<file path="src/inc/etcp_defs.svh">
// Functional notes
// - Compare output mode: initial level bit sets pin level before any compare match.
// - PWM and single pulse modes: initial level bit picks active high or low.
// - Initial level bit meaning follows mode; no pin effect in timer/counter mode.
// - Invert bit: 0 passes output, 1 inverts it; ignored in timer/counter mode.
// - Alignment field: 00 edge, 01 centre up, 10 centre down, 11 centre both.
// - Ten-bit counter read only: low byte bits 7..0, high byte bits 9..8.
// - Bits 7..2 of counter and compare high bytes read as zero.
// - Compare value A: ten-bit read/write in low and high bytes, reset zero.
// - Compare value B: ten-bit read/write in low and high bytes, reset zero.
// - Five modes chosen by separate two-bit mode fields for channels A and B; code decodes only the B field, A field is stored but unused.
// - Both mode fields zero select compare match output mode.
// - Both mode fields all ones select timer/counter; pin not driven.
// - Mode 10 with pin-action 10 selects PWM output mode.
// - Run bit rising edge returns pin to the initial level in compare output mode.
`ifndef ETCP_DEFS_SVH
`define ETCP_DEFS_SVH

`define ETCP_OFS_CNT_LO   12'h000
`define ETCP_OFS_CNT_HI   12'h004
`define ETCP_OFS_CMPA_LO  12'h008
`define ETCP_OFS_CMPA_HI  12'h00C
`define ETCP_OFS_CMPB_LO  12'h010
`define ETCP_OFS_CMPB_HI  12'h014
`define ETCP_OFS_CTRL     12'h018
`define ETCP_OFS_STAT     12'h01C

`define ETCP_CTRL_RUN     0
`define ETCP_CTRL_ALIGN   1
`define ETCP_CTRL_INVERT  3
`define ETCP_CTRL_INIT    4
`define ETCP_CTRL_BACT    5
`define ETCP_CTRL_BMODE   7
`define ETCP_CTRL_AMODE   9

`define ETCP_CTRL_RST     32'h0000_0000
`define ETCP_CMP_RST      10'h000

`endif

</file>
<file path="src/inc/etcp_pkg.sv">
package etcp_pkg;
  typedef enum logic [1:0] {
    ETCP_MODE_COMPARE = 2'b00,
    ETCP_MODE_CAPTURE = 2'b01,
    ETCP_MODE_PWM     = 2'b10,
    ETCP_MODE_TIMER   = 2'b11
  } etcp_mode_t;

  typedef enum logic [1:0] {
    ETCP_ACT_NONE   = 2'b00,
    ETCP_ACT_LOW    = 2'b01,
    ETCP_ACT_HIGH   = 2'b10,
    ETCP_ACT_TOGGLE = 2'b11
  } etcp_act_t;

  typedef enum logic [1:0] {
    ETCP_PWMA_FORCE_OFF = 2'b00,
    ETCP_PWMA_FORCE_ON  = 2'b01,
    ETCP_PWMA_PWM       = 2'b10,
    ETCP_PWMA_SINGLE    = 2'b11
  } etcp_pwm_act_t;

  typedef enum logic [1:0] {
    ETCP_ALIGN_EDGE = 2'b00,
    ETCP_ALIGN_UP   = 2'b01,
    ETCP_ALIGN_DOWN = 2'b10,
    ETCP_ALIGN_BOTH = 2'b11
  } etcp_align_t;
endpackage

</file>
<file path="src/etcp_counter.sv">
`timescale 1ns/1ps
`default_nettype none
module etcp_counter
  import etcp_pkg::*;
#(
  parameter int WIDTH = 10
) (
  // Clock and reset
  input  wire logic             hclk,
  input  wire logic             hresetn,
  // Control
  input  wire logic             run,
  input  wire logic             restart,
  input  wire logic             centre,
  // State
  output logic     [WIDTH-1:0]  count,
  output logic                  down
);
  localparam logic [WIDTH-1:0] TOP = '1;

  // Counter: up-wrap for edge, up/down for centre alignment
  always_ff @(posedge hclk or negedge hresetn) begin
    if (!hresetn) begin
      count <= '0;
      down  <= 1'b0;
    end else if (restart) begin
      count <= '0;
      down  <= 1'b0;
    end else if (run) begin
      if (!centre) begin
        count <= count + 1'b1;
        down  <= 1'b0;
      end else if (!down) begin
        if (count == TOP - 1'b1) begin
          down <= 1'b1;
        end
        count <= count + 1'b1;
      end else begin
        if (count == {{(WIDTH-1){1'b0}}, 1'b1}) begin
          down <= 1'b0;
        end
        count <= count - 1'b1;
      end
    end
  end
endmodule // etcp_counter
`default_nettype wire

</file>
<file path="src/etcp_top.sv">
`timescale 1ns/1ps
`default_nettype none
`include "etcp_defs.svh"
module etcp_top
  import etcp_pkg::*;
#(
  parameter int WIDTH = 10
) (
  // Clock and reset
  input  wire logic        hclk,
  input  wire logic        hresetn,
  // AHB-Lite slave
  input  wire logic        hsel,
  input  wire logic [11:0] haddr,
  input  wire logic [1:0]  htrans,
  input  wire logic        hwrite,
  input  wire logic [2:0]  hsize,
  input  wire logic        hready,
  input  wire logic [31:0] hwdata,
  output logic      [31:0] hrdata,
  output logic             hreadyout,
  output logic             hresp,
  // Channel B output pin
  output logic             chan_b_output_pin,
  output logic             chan_b_output_pin_oen
);
  // ------------------------------------------------------------
  // Control register
  // ------------------------------------------------------------
  logic             module_run_bit;
  etcp_align_t      pwm_alignment_select;
  logic             chan_b_invert;
  logic             chan_b_initial_level;
  logic [1:0]       chan_b_action;
  etcp_mode_t       chan_b_mode;
  etcp_mode_t       chan_a_mode;
  logic [WIDTH-1:0] compare_value_a;
  logic [WIDTH-1:0] compare_value_b;
  logic [WIDTH-1:0] count;
  logic             down;
  logic             run_q;
  logic             run_rise;
  logic             pin_state;
  logic             pin_out;

  // ------------------------------------------------------------
  // Bus address phase capture
  // ------------------------------------------------------------
  logic        wr_pend;
  logic        rd_pend;
  logic [11:0] addr_q;

  always_ff @(posedge hclk or negedge hresetn) begin
    if (!hresetn) begin
      wr_pend <= 1'b0;
      rd_pend <= 1'b0;
      addr_q  <= 12'h000;
    end else if (hready) begin
      wr_pend <= hsel && htrans[1] && hwrite;
      rd_pend <= hsel && htrans[1] && !hwrite;
      addr_q  <= haddr;
    end
  end

  assign hreadyout = 1'b1;
  assign hresp     = 1'b0;

  function automatic logic hit(input logic [11:0] a, input logic [11:0] ofs);
    hit = (a[11:2] == ofs[11:2]);
  endfunction

  // ------------------------------------------------------------
  // Register writes
  // ------------------------------------------------------------
  always_ff @(posedge hclk or negedge hresetn) begin
    if (!hresetn) begin
      module_run_bit       <= 1'b0;
      pwm_alignment_select <= ETCP_ALIGN_EDGE;
      chan_b_invert        <= 1'b0;
      chan_b_initial_level <= 1'b0;
      chan_b_action        <= 2'b00;
      chan_b_mode          <= ETCP_MODE_COMPARE;
      chan_a_mode          <= ETCP_MODE_COMPARE;
    end else if (wr_pend && hit(addr_q, `ETCP_OFS_CTRL)) begin
      module_run_bit       <= hwdata[`ETCP_CTRL_RUN];
      pwm_alignment_select <= etcp_align_t'(hwdata[`ETCP_CTRL_ALIGN +: 2]);
      chan_b_invert        <= hwdata[`ETCP_CTRL_INVERT];
      chan_b_initial_level <= hwdata[`ETCP_CTRL_INIT];
      chan_b_action        <= hwdata[`ETCP_CTRL_BACT +: 2];
      chan_b_mode          <= etcp_mode_t'(hwdata[`ETCP_CTRL_BMODE +: 2]);
      chan_a_mode          <= etcp_mode_t'(hwdata[`ETCP_CTRL_AMODE +: 2]);
    end
  end

  always_ff @(posedge hclk or negedge hresetn) begin
    if (!hresetn) begin
      compare_value_a <= `ETCP_CMP_RST;
    end else if (wr_pend && hit(addr_q, `ETCP_OFS_CMPA_LO)) begin
      compare_value_a[7:0] <= hwdata[7:0];
    end else if (wr_pend && hit(addr_q, `ETCP_OFS_CMPA_HI)) begin
      compare_value_a[WIDTH-1:8] <= hwdata[WIDTH-9:0];
    end
  end

  always_ff @(posedge hclk or negedge hresetn) begin
    if (!hresetn) begin
      compare_value_b <= `ETCP_CMP_RST;
    end else if (wr_pend && hit(addr_q, `ETCP_OFS_CMPB_LO)) begin
      compare_value_b[7:0] <= hwdata[7:0];
    end else if (wr_pend && hit(addr_q, `ETCP_OFS_CMPB_HI)) begin
      compare_value_b[WIDTH-1:8] <= hwdata[WIDTH-9:0];
    end
  end

  // ------------------------------------------------------------
  // Read data
  // ------------------------------------------------------------
  logic [31:0] rd_val;

  always_comb begin
    rd_val = 32'h0000_0000;
    if (hit(addr_q, `ETCP_OFS_CNT_LO)) begin
      rd_val[7:0] = count[7:0];
    end else if (hit(addr_q, `ETCP_OFS_CNT_HI)) begin
      rd_val[WIDTH-9:0] = count[WIDTH-1:8];
    end else if (hit(addr_q, `ETCP_OFS_CMPA_LO)) begin
      rd_val[7:0] = compare_value_a[7:0];
    end else if (hit(addr_q, `ETCP_OFS_CMPA_HI)) begin
      rd_val[WIDTH-9:0] = compare_value_a[WIDTH-1:8];
    end else if (hit(addr_q, `ETCP_OFS_CMPB_LO)) begin
      rd_val[7:0] = compare_value_b[7:0];
    end else if (hit(addr_q, `ETCP_OFS_CMPB_HI)) begin
      rd_val[WIDTH-9:0] = compare_value_b[WIDTH-1:8];
    end else if (hit(addr_q, `ETCP_OFS_CTRL)) begin
      rd_val[`ETCP_CTRL_RUN]        = module_run_bit;
      rd_val[`ETCP_CTRL_ALIGN +: 2] = pwm_alignment_select;
      rd_val[`ETCP_CTRL_INVERT]     = chan_b_invert;
      rd_val[`ETCP_CTRL_INIT]       = chan_b_initial_level;
      rd_val[`ETCP_CTRL_BACT +: 2]  = chan_b_action;
      rd_val[`ETCP_CTRL_BMODE +: 2] = chan_b_mode;
      rd_val[`ETCP_CTRL_AMODE +: 2] = chan_a_mode;
    end else if (hit(addr_q, `ETCP_OFS_STAT)) begin
      rd_val[0] = pin_out;
      rd_val[1] = down;
    end
  end

  // Counter bytes are sampled in the data phase, so reads see the live value
  assign hrdata = rd_pend ? rd_val : 32'h0000_0000;

  // ------------------------------------------------------------
  // Counter
  // ------------------------------------------------------------
  always_ff @(posedge hclk or negedge hresetn) begin
    if (!hresetn) begin
      run_q <= 1'b0;
    end else begin
      run_q <= module_run_bit;
    end
  end

  assign run_rise = module_run_bit && !run_q;

  etcp_counter #(
    .WIDTH (WIDTH)
  ) u_counter (
    .hclk    (hclk),
    .hresetn (hresetn),
    .run     (module_run_bit),
    .restart (run_rise),
    .centre  (pwm_alignment_select != ETCP_ALIGN_EDGE),
    .count   (count),
    .down    (down)
  );

  // ------------------------------------------------------------
  // Channel B output
  // ------------------------------------------------------------
  logic match_b;
  logic pwm_on;
  logic pwm_level;
  logic single_done;

  // Centre alignment: a compare match only counts in the selected direction
  function automatic logic dir_ok(input etcp_align_t al, input logic dn);
    if (al == ETCP_ALIGN_UP) begin
      dir_ok = !dn;
    end else if (al == ETCP_ALIGN_DOWN) begin
      dir_ok = dn;
    end else begin
      dir_ok = 1'b1;
    end
  endfunction

  assign match_b = module_run_bit && (count == compare_value_b)
                   && dir_ok(pwm_alignment_select, down);

  // Duty comparison is count below compare value B for every alignment
  always_comb begin
    case (pwm_alignment_select)
      ETCP_ALIGN_EDGE: pwm_on = (count < compare_value_b);
      default:         pwm_on = (count < compare_value_b);
    endcase
  end

  // Compare match output level, reloaded on run rising edge
  always_ff @(posedge hclk or negedge hresetn) begin
    if (!hresetn) begin
      pin_state <= 1'b0;
    end else if (run_rise) begin
      pin_state <= chan_b_initial_level;
    end else if (match_b && chan_b_mode == ETCP_MODE_COMPARE) begin
      case (etcp_act_t'(chan_b_action))
        ETCP_ACT_LOW:    pin_state <= 1'b0;
        ETCP_ACT_HIGH:   pin_state <= 1'b1;
        ETCP_ACT_TOGGLE: pin_state <= !pin_state;
        default:         pin_state <= pin_state;
      endcase
    end
  end

  // Single pulse: one active period after start
  always_ff @(posedge hclk or negedge hresetn) begin
    if (!hresetn) begin
      single_done <= 1'b0;
    end else if (run_rise) begin
      single_done <= 1'b0;
    end else if (match_b) begin
      single_done <= 1'b1;
    end
  end

  always_comb begin
    case (etcp_pwm_act_t'(chan_b_action))
      ETCP_PWMA_FORCE_OFF: pwm_level = 1'b0;
      ETCP_PWMA_FORCE_ON:  pwm_level = 1'b1;
      ETCP_PWMA_PWM:       pwm_level = module_run_bit && pwm_on;
      default:             pwm_level = module_run_bit && !single_done;
    endcase
  end

  // Mode decides meaning of initial level bit; timer mode leaves pin alone
  always_ff @(posedge hclk or negedge hresetn) begin
    if (!hresetn) begin
      pin_out               <= 1'b0;
      chan_b_output_pin_oen <= 1'b1;
    end else begin
      case (chan_b_mode)
        ETCP_MODE_COMPARE: begin
          pin_out               <= pin_state ^ chan_b_invert;
          chan_b_output_pin_oen <= 1'b0;
        end
        ETCP_MODE_PWM: begin
          pin_out               <= (pwm_level ^ !chan_b_initial_level) ^ chan_b_invert;
          chan_b_output_pin_oen <= 1'b0;
        end
        default: begin
          pin_out               <= 1'b0;
          chan_b_output_pin_oen <= 1'b1;
        end
      endcase
    end
  end

  assign chan_b_output_pin = pin_out;
endmodule // etcp_top
`default_nettype wire

</file>
<file path="config.mk">
export PLATFORM = sky130hd
export DESIGN_NAME = etcp_top
export DESIGN_NICKNAME = d
export VERILOG_FILES = /design/src/inc/etcp_pkg.sv /design/src/etcp_counter.sv /design/src/etcp_top.sv
export VERILOG_INCLUDE_DIRS = /design/src /design/src/inc
export SDC_FILE = /design/constraint.sdc
export NUM_CORES = 1
export LEC_CHECK = 0
export ABC_AREA = 0
export BUFFER_PORTS_ARGS = -buffer_cell sky130_fd_sc_hd__buf_2
export CORE_MARGIN = 4
export CORE_UTILIZATION = 37
export CTS_CLUSTER_SIZE = 28
export DETAILED_ROUTE_END_ITERATION = 6
export MAX_ROUTING_LAYER = met4
export PLACE_DENSITY = 0.56
export SLEW_MARGIN = 20
export SYNTH_ARGS = -nofsm -noshare
export SYNTH_HDL_FRONTEND = slang
export SYNTH_SLANG_ARGS = --single-unit
</file>
<file path="constraint.sdc">
create_clock -name hclk -period 4.7 [get_ports hclk]
set_clock_uncertainty 0.05 [all_clocks]
set_input_delay 0.235 -clock hclk [delete_from_list [all_inputs] [get_ports hclk]]
set_output_delay 0.235 -clock hclk [all_outputs]
set_load 0.02 [all_outputs]
</file>
==> impl_metrics.json <==
{
  "yosysMostFrequentCell": "dfrtp_1",
  "coreArea_um2": 8890,
  "fillers": 877,
  "relSlewSlack_pct": 31.5,
  "grt_pass1_wl_mm": 13.1,
  "critical_path_arrival_ns": 2.76,
  "rsz0062_at_grt": "no",
  "clock_sinks": 59,
  "critical_path_class": "reg -> out",
  "start_kind": "flop",
  "rr_endpoint": "chan_a_mode[0]",
  "power.share.clock_pct": 43.0,
  "ir_drop_v": 0.000182,
  "clock.fmax_ghz": 0.328,
  "violations": "hold timing",
  "synth_commonest_cells": "58 x dfrtp_1, 38 x mux2_2, 25 x buf_4, 25 x nand2_1, 19 x inv_1",
  "cts_tree": "done",
  "ant_nets": 0,
  "finalSetupViolations": 0,
  "grt_usage_pct": 15.2,
  "p_seq_share_pct": 46.6,
  "rr_startpoint": "addr_q[7]",
  "grt_max_degree": 60,
  "drv_cap": 0,
  "swShare_pct": 27.2,
  "critPathBufInv": 1,
  "cts_hold_buffers": 0,
  "tns_ns": 0,
  "worstPathCellList": "nor4_2 -> nand2b_1 -> nor3_1 -> a22oi_1 -> a21oi_1 -> buf_2",
  "total_power_mw": 1.22,
  "drive_gt1_share_pct": 28.5,
  "antenna_found_initial": 0,
  "viasPerCell": 5.40,
  "seqCellArea_um2": 1480,
  "cts-root-buf": "clkbuf_8",
  "nNetsFinal": 442,
  "crit_slowest_cell": "nor3_1",
  "run_status": "complete, but fails checks",
  "power.switching_uw": 333,
  "min_path_type": "in -> async",
  "async_flop_share_pct": 100,
  "ys_top_cells_by_area": "dfrtp_1 42%, mux2_2 12%, buf_4 5.4%",
  "power_density_nw_per_um2": 316,
  "grt_pass1_vias": 2647,
  "end_kind": "primary output",
  "fp.dieH_um": 104,
  "ff2ff_setup_slack_ns": 1.90,
  "ys_warn_count": 0,
  "fp.dieW_um": 104,
  "cpPeakStageDelay_ns": 0.81,
  "report.final.slew_viol_count": 0,
  "cp_data_required_time_ns": 4.41,
  "worstPathMaxFanout": 8,
  "num_io_pins": 90,
  "post-route-period-util_pct": 64.8,
  "diodes": 0,
  "holdWs_ns": -0.00318,
  "ys_seq_elements": 59,
  "avgSynthCellArea_um2": 10.3,
  "clk_latency_ns": 0.34,
  "dr.pass1.iters": 5,
  "synth_seq_area_share_pct": 42.9,
  "wire_per_inst_um": 16.0,
  "worst_pin_slew_ns": 1.02,
  "p_leak_nw": 1.71,
  "synth.top_cell.area_share_pct": 42.1,
  "routed_wirelength_mm": 7.79,
  "reg2reg_depth": 5,
  "post_cts_buffers": 0,
  "netlist_area_um2": 3440,
  "row_count": 34,
  "cp.depth": 6,
  "grt-ovfl-total": 0,
  "ctsResizeCount": 0,
  "synth_cell_type_count": 58,
  "multiInputGateArea_um2": 1760,
  "p_int_uw": 892,
  "cts_inserted_buffers": 9,
  "combPwrFrac_pct": 10.4,
  "die_area_um2": 10900,
  "remaining_drc_errors": 0,
  "gp_congestion": 0.832,
  "h-tree-depth": 3,
  "synth_edf_count": 0,
  "dr_total_vias": 2629,
  "synthCells": 333,
  "fin_crit_ns": 3.05,
  "clk_path_buf_depth": 2,
  "drtIter0Drc": 122,
  "crit_family": "simple AND/OR/NAND/NOR gates",
  "yosys_most_used_dff": "dfrtp_1",
  "synth_top_cell_by_area": "dfrtp_1",
  "initial_core_util_pct": 38.7,
  "dp_hpwl_mm": 5.67,
  "finalHoldViolations": 5,
  "path_clk_slew_ns": 0.07,
  "io_buffers": 39,
  "syn2layout_area_growth_pct": 12.5
}
[logic make-up after synthesis]
| logic type | after synthesis | synth area share (%) |
|---|---|---|
| buffers and inverters | 51 | 8.32 |
| multiplexers | 45 | 14.5 |
| AND/OR/NAND/NOR | 82 | 13.4 |
| adder cells (fa/ha/maj) | 14 | 5.09 |
| XOR/XNOR | 1 | 0.254 |
| other | 2 | 0.218 |
| flip-flops | 59 | 42.9 |
| AO/OA/AOI/OAI | 79 | 15.3 |
[cell type report]
cell class	count	share of cell area, %
sequential	59	38.1
clock buffer	9	3.20
clock inverter	7	2.62
tap	108	3.49
multi-input combinational	244	45.4
inverter	20	1.94
timing repair buffer	40	5.23
[flip-flops by register name (all words and copies together) (netlist names), 2 cells and up]
signal                cells
chan_b_mode               2
pwm_alignment_select      2
compare_value_a          10
u_counter.count          10
addr_q                   10
compare_value_b          10
chan_a_mode               2
chan_b_action             2
[metal layers]
layer	global-route usage, %	part of all wire [%]
met1	19.9	47
met2	24.1	47
met3	2.98	4.7
met4	4.37	1.3
met5	-	0
[power by group through the flow]
stage | logic, mW | clock network (mW) | registers (mW)
after global placement | 0.126 | 0 | 0.579
final | 0.127 | 0.527 | 0.570
after floorplan | 0.108 | 0 | 0.568
after detailed placement | 0.129 | 0 | 0.580
after CTS | 0.129 | 0.541 | 0.570
after global routing | 0.147 | 0.559 | 0.575
[cells in the final DEF (no fill, tap or decap), types with 3 or more instances in the layout]
master     n
dfrtp_1   58
buf_2     39
mux2_2    38
nand2_1   25
conb_1    23
inv_1     19
o21ai_0   17
a21oi_1   15
ha_1      14
a22oi_1   12
clkbuf_8   9
nor2_1     7
mux2i_1    7
nor3_1     6
nand4_1    6
o22ai_1    6
nor2b_1    5
nand3_1    5
and3_1     4
nor3_2     3
a221oi_1   3
o31ai_1    3
a31oi_1    3
or3_1      3
[worst register-to-register path: cells and delay by family (launching register included)]
family | cells | cell delay (ns)
DFF | 1 | 0.39
muxes | 1 | 0.43
and+or+nand+nor | 4 | 1.82
[how the worst max path moves through the flow]
| stage | start | end | slack [ns] |
|---|---|---|---|
| 2_1_floorplan | addr_q[7] | hrdata[0] | 2.40 |
| 3_3_place_gp | addr_q[7] | chan_b_invert | 1.94 |
| 3_5_place_dp | addr_q[7] | chan_b_mode[0] | 1.90 |
| 4_1_cts | addr_q[7] | hrdata[7] | 1.64 |
| 5_1_grt | addr_q[7] | hrdata[6] | 1.44 |
| 6_report | addr_q[7] | hrdata[2] | 1.65 |
[metrics by stage]
step | util, % | std cells | hold WS [ns] | setup WS [ns] | instance area (µm²)
after floorplan | - | 354 | -0.111 | 2.40 | 3520
after global routing | 43.6 | 487 | 0.0631 | 1.44 | 3870
after global placement | 41.0 | 471 | 0.401 | 1.94 | 3650
after CTS | 43.6 | 487 | 0.0331 | 1.64 | 3870
final | 43.6 | 487 | -0.00318 | 1.65 | 3870
after detailed placement | 41.0 | 471 | 0.396 | 1.90 | 3650
(Power assumes the default switching activity.)
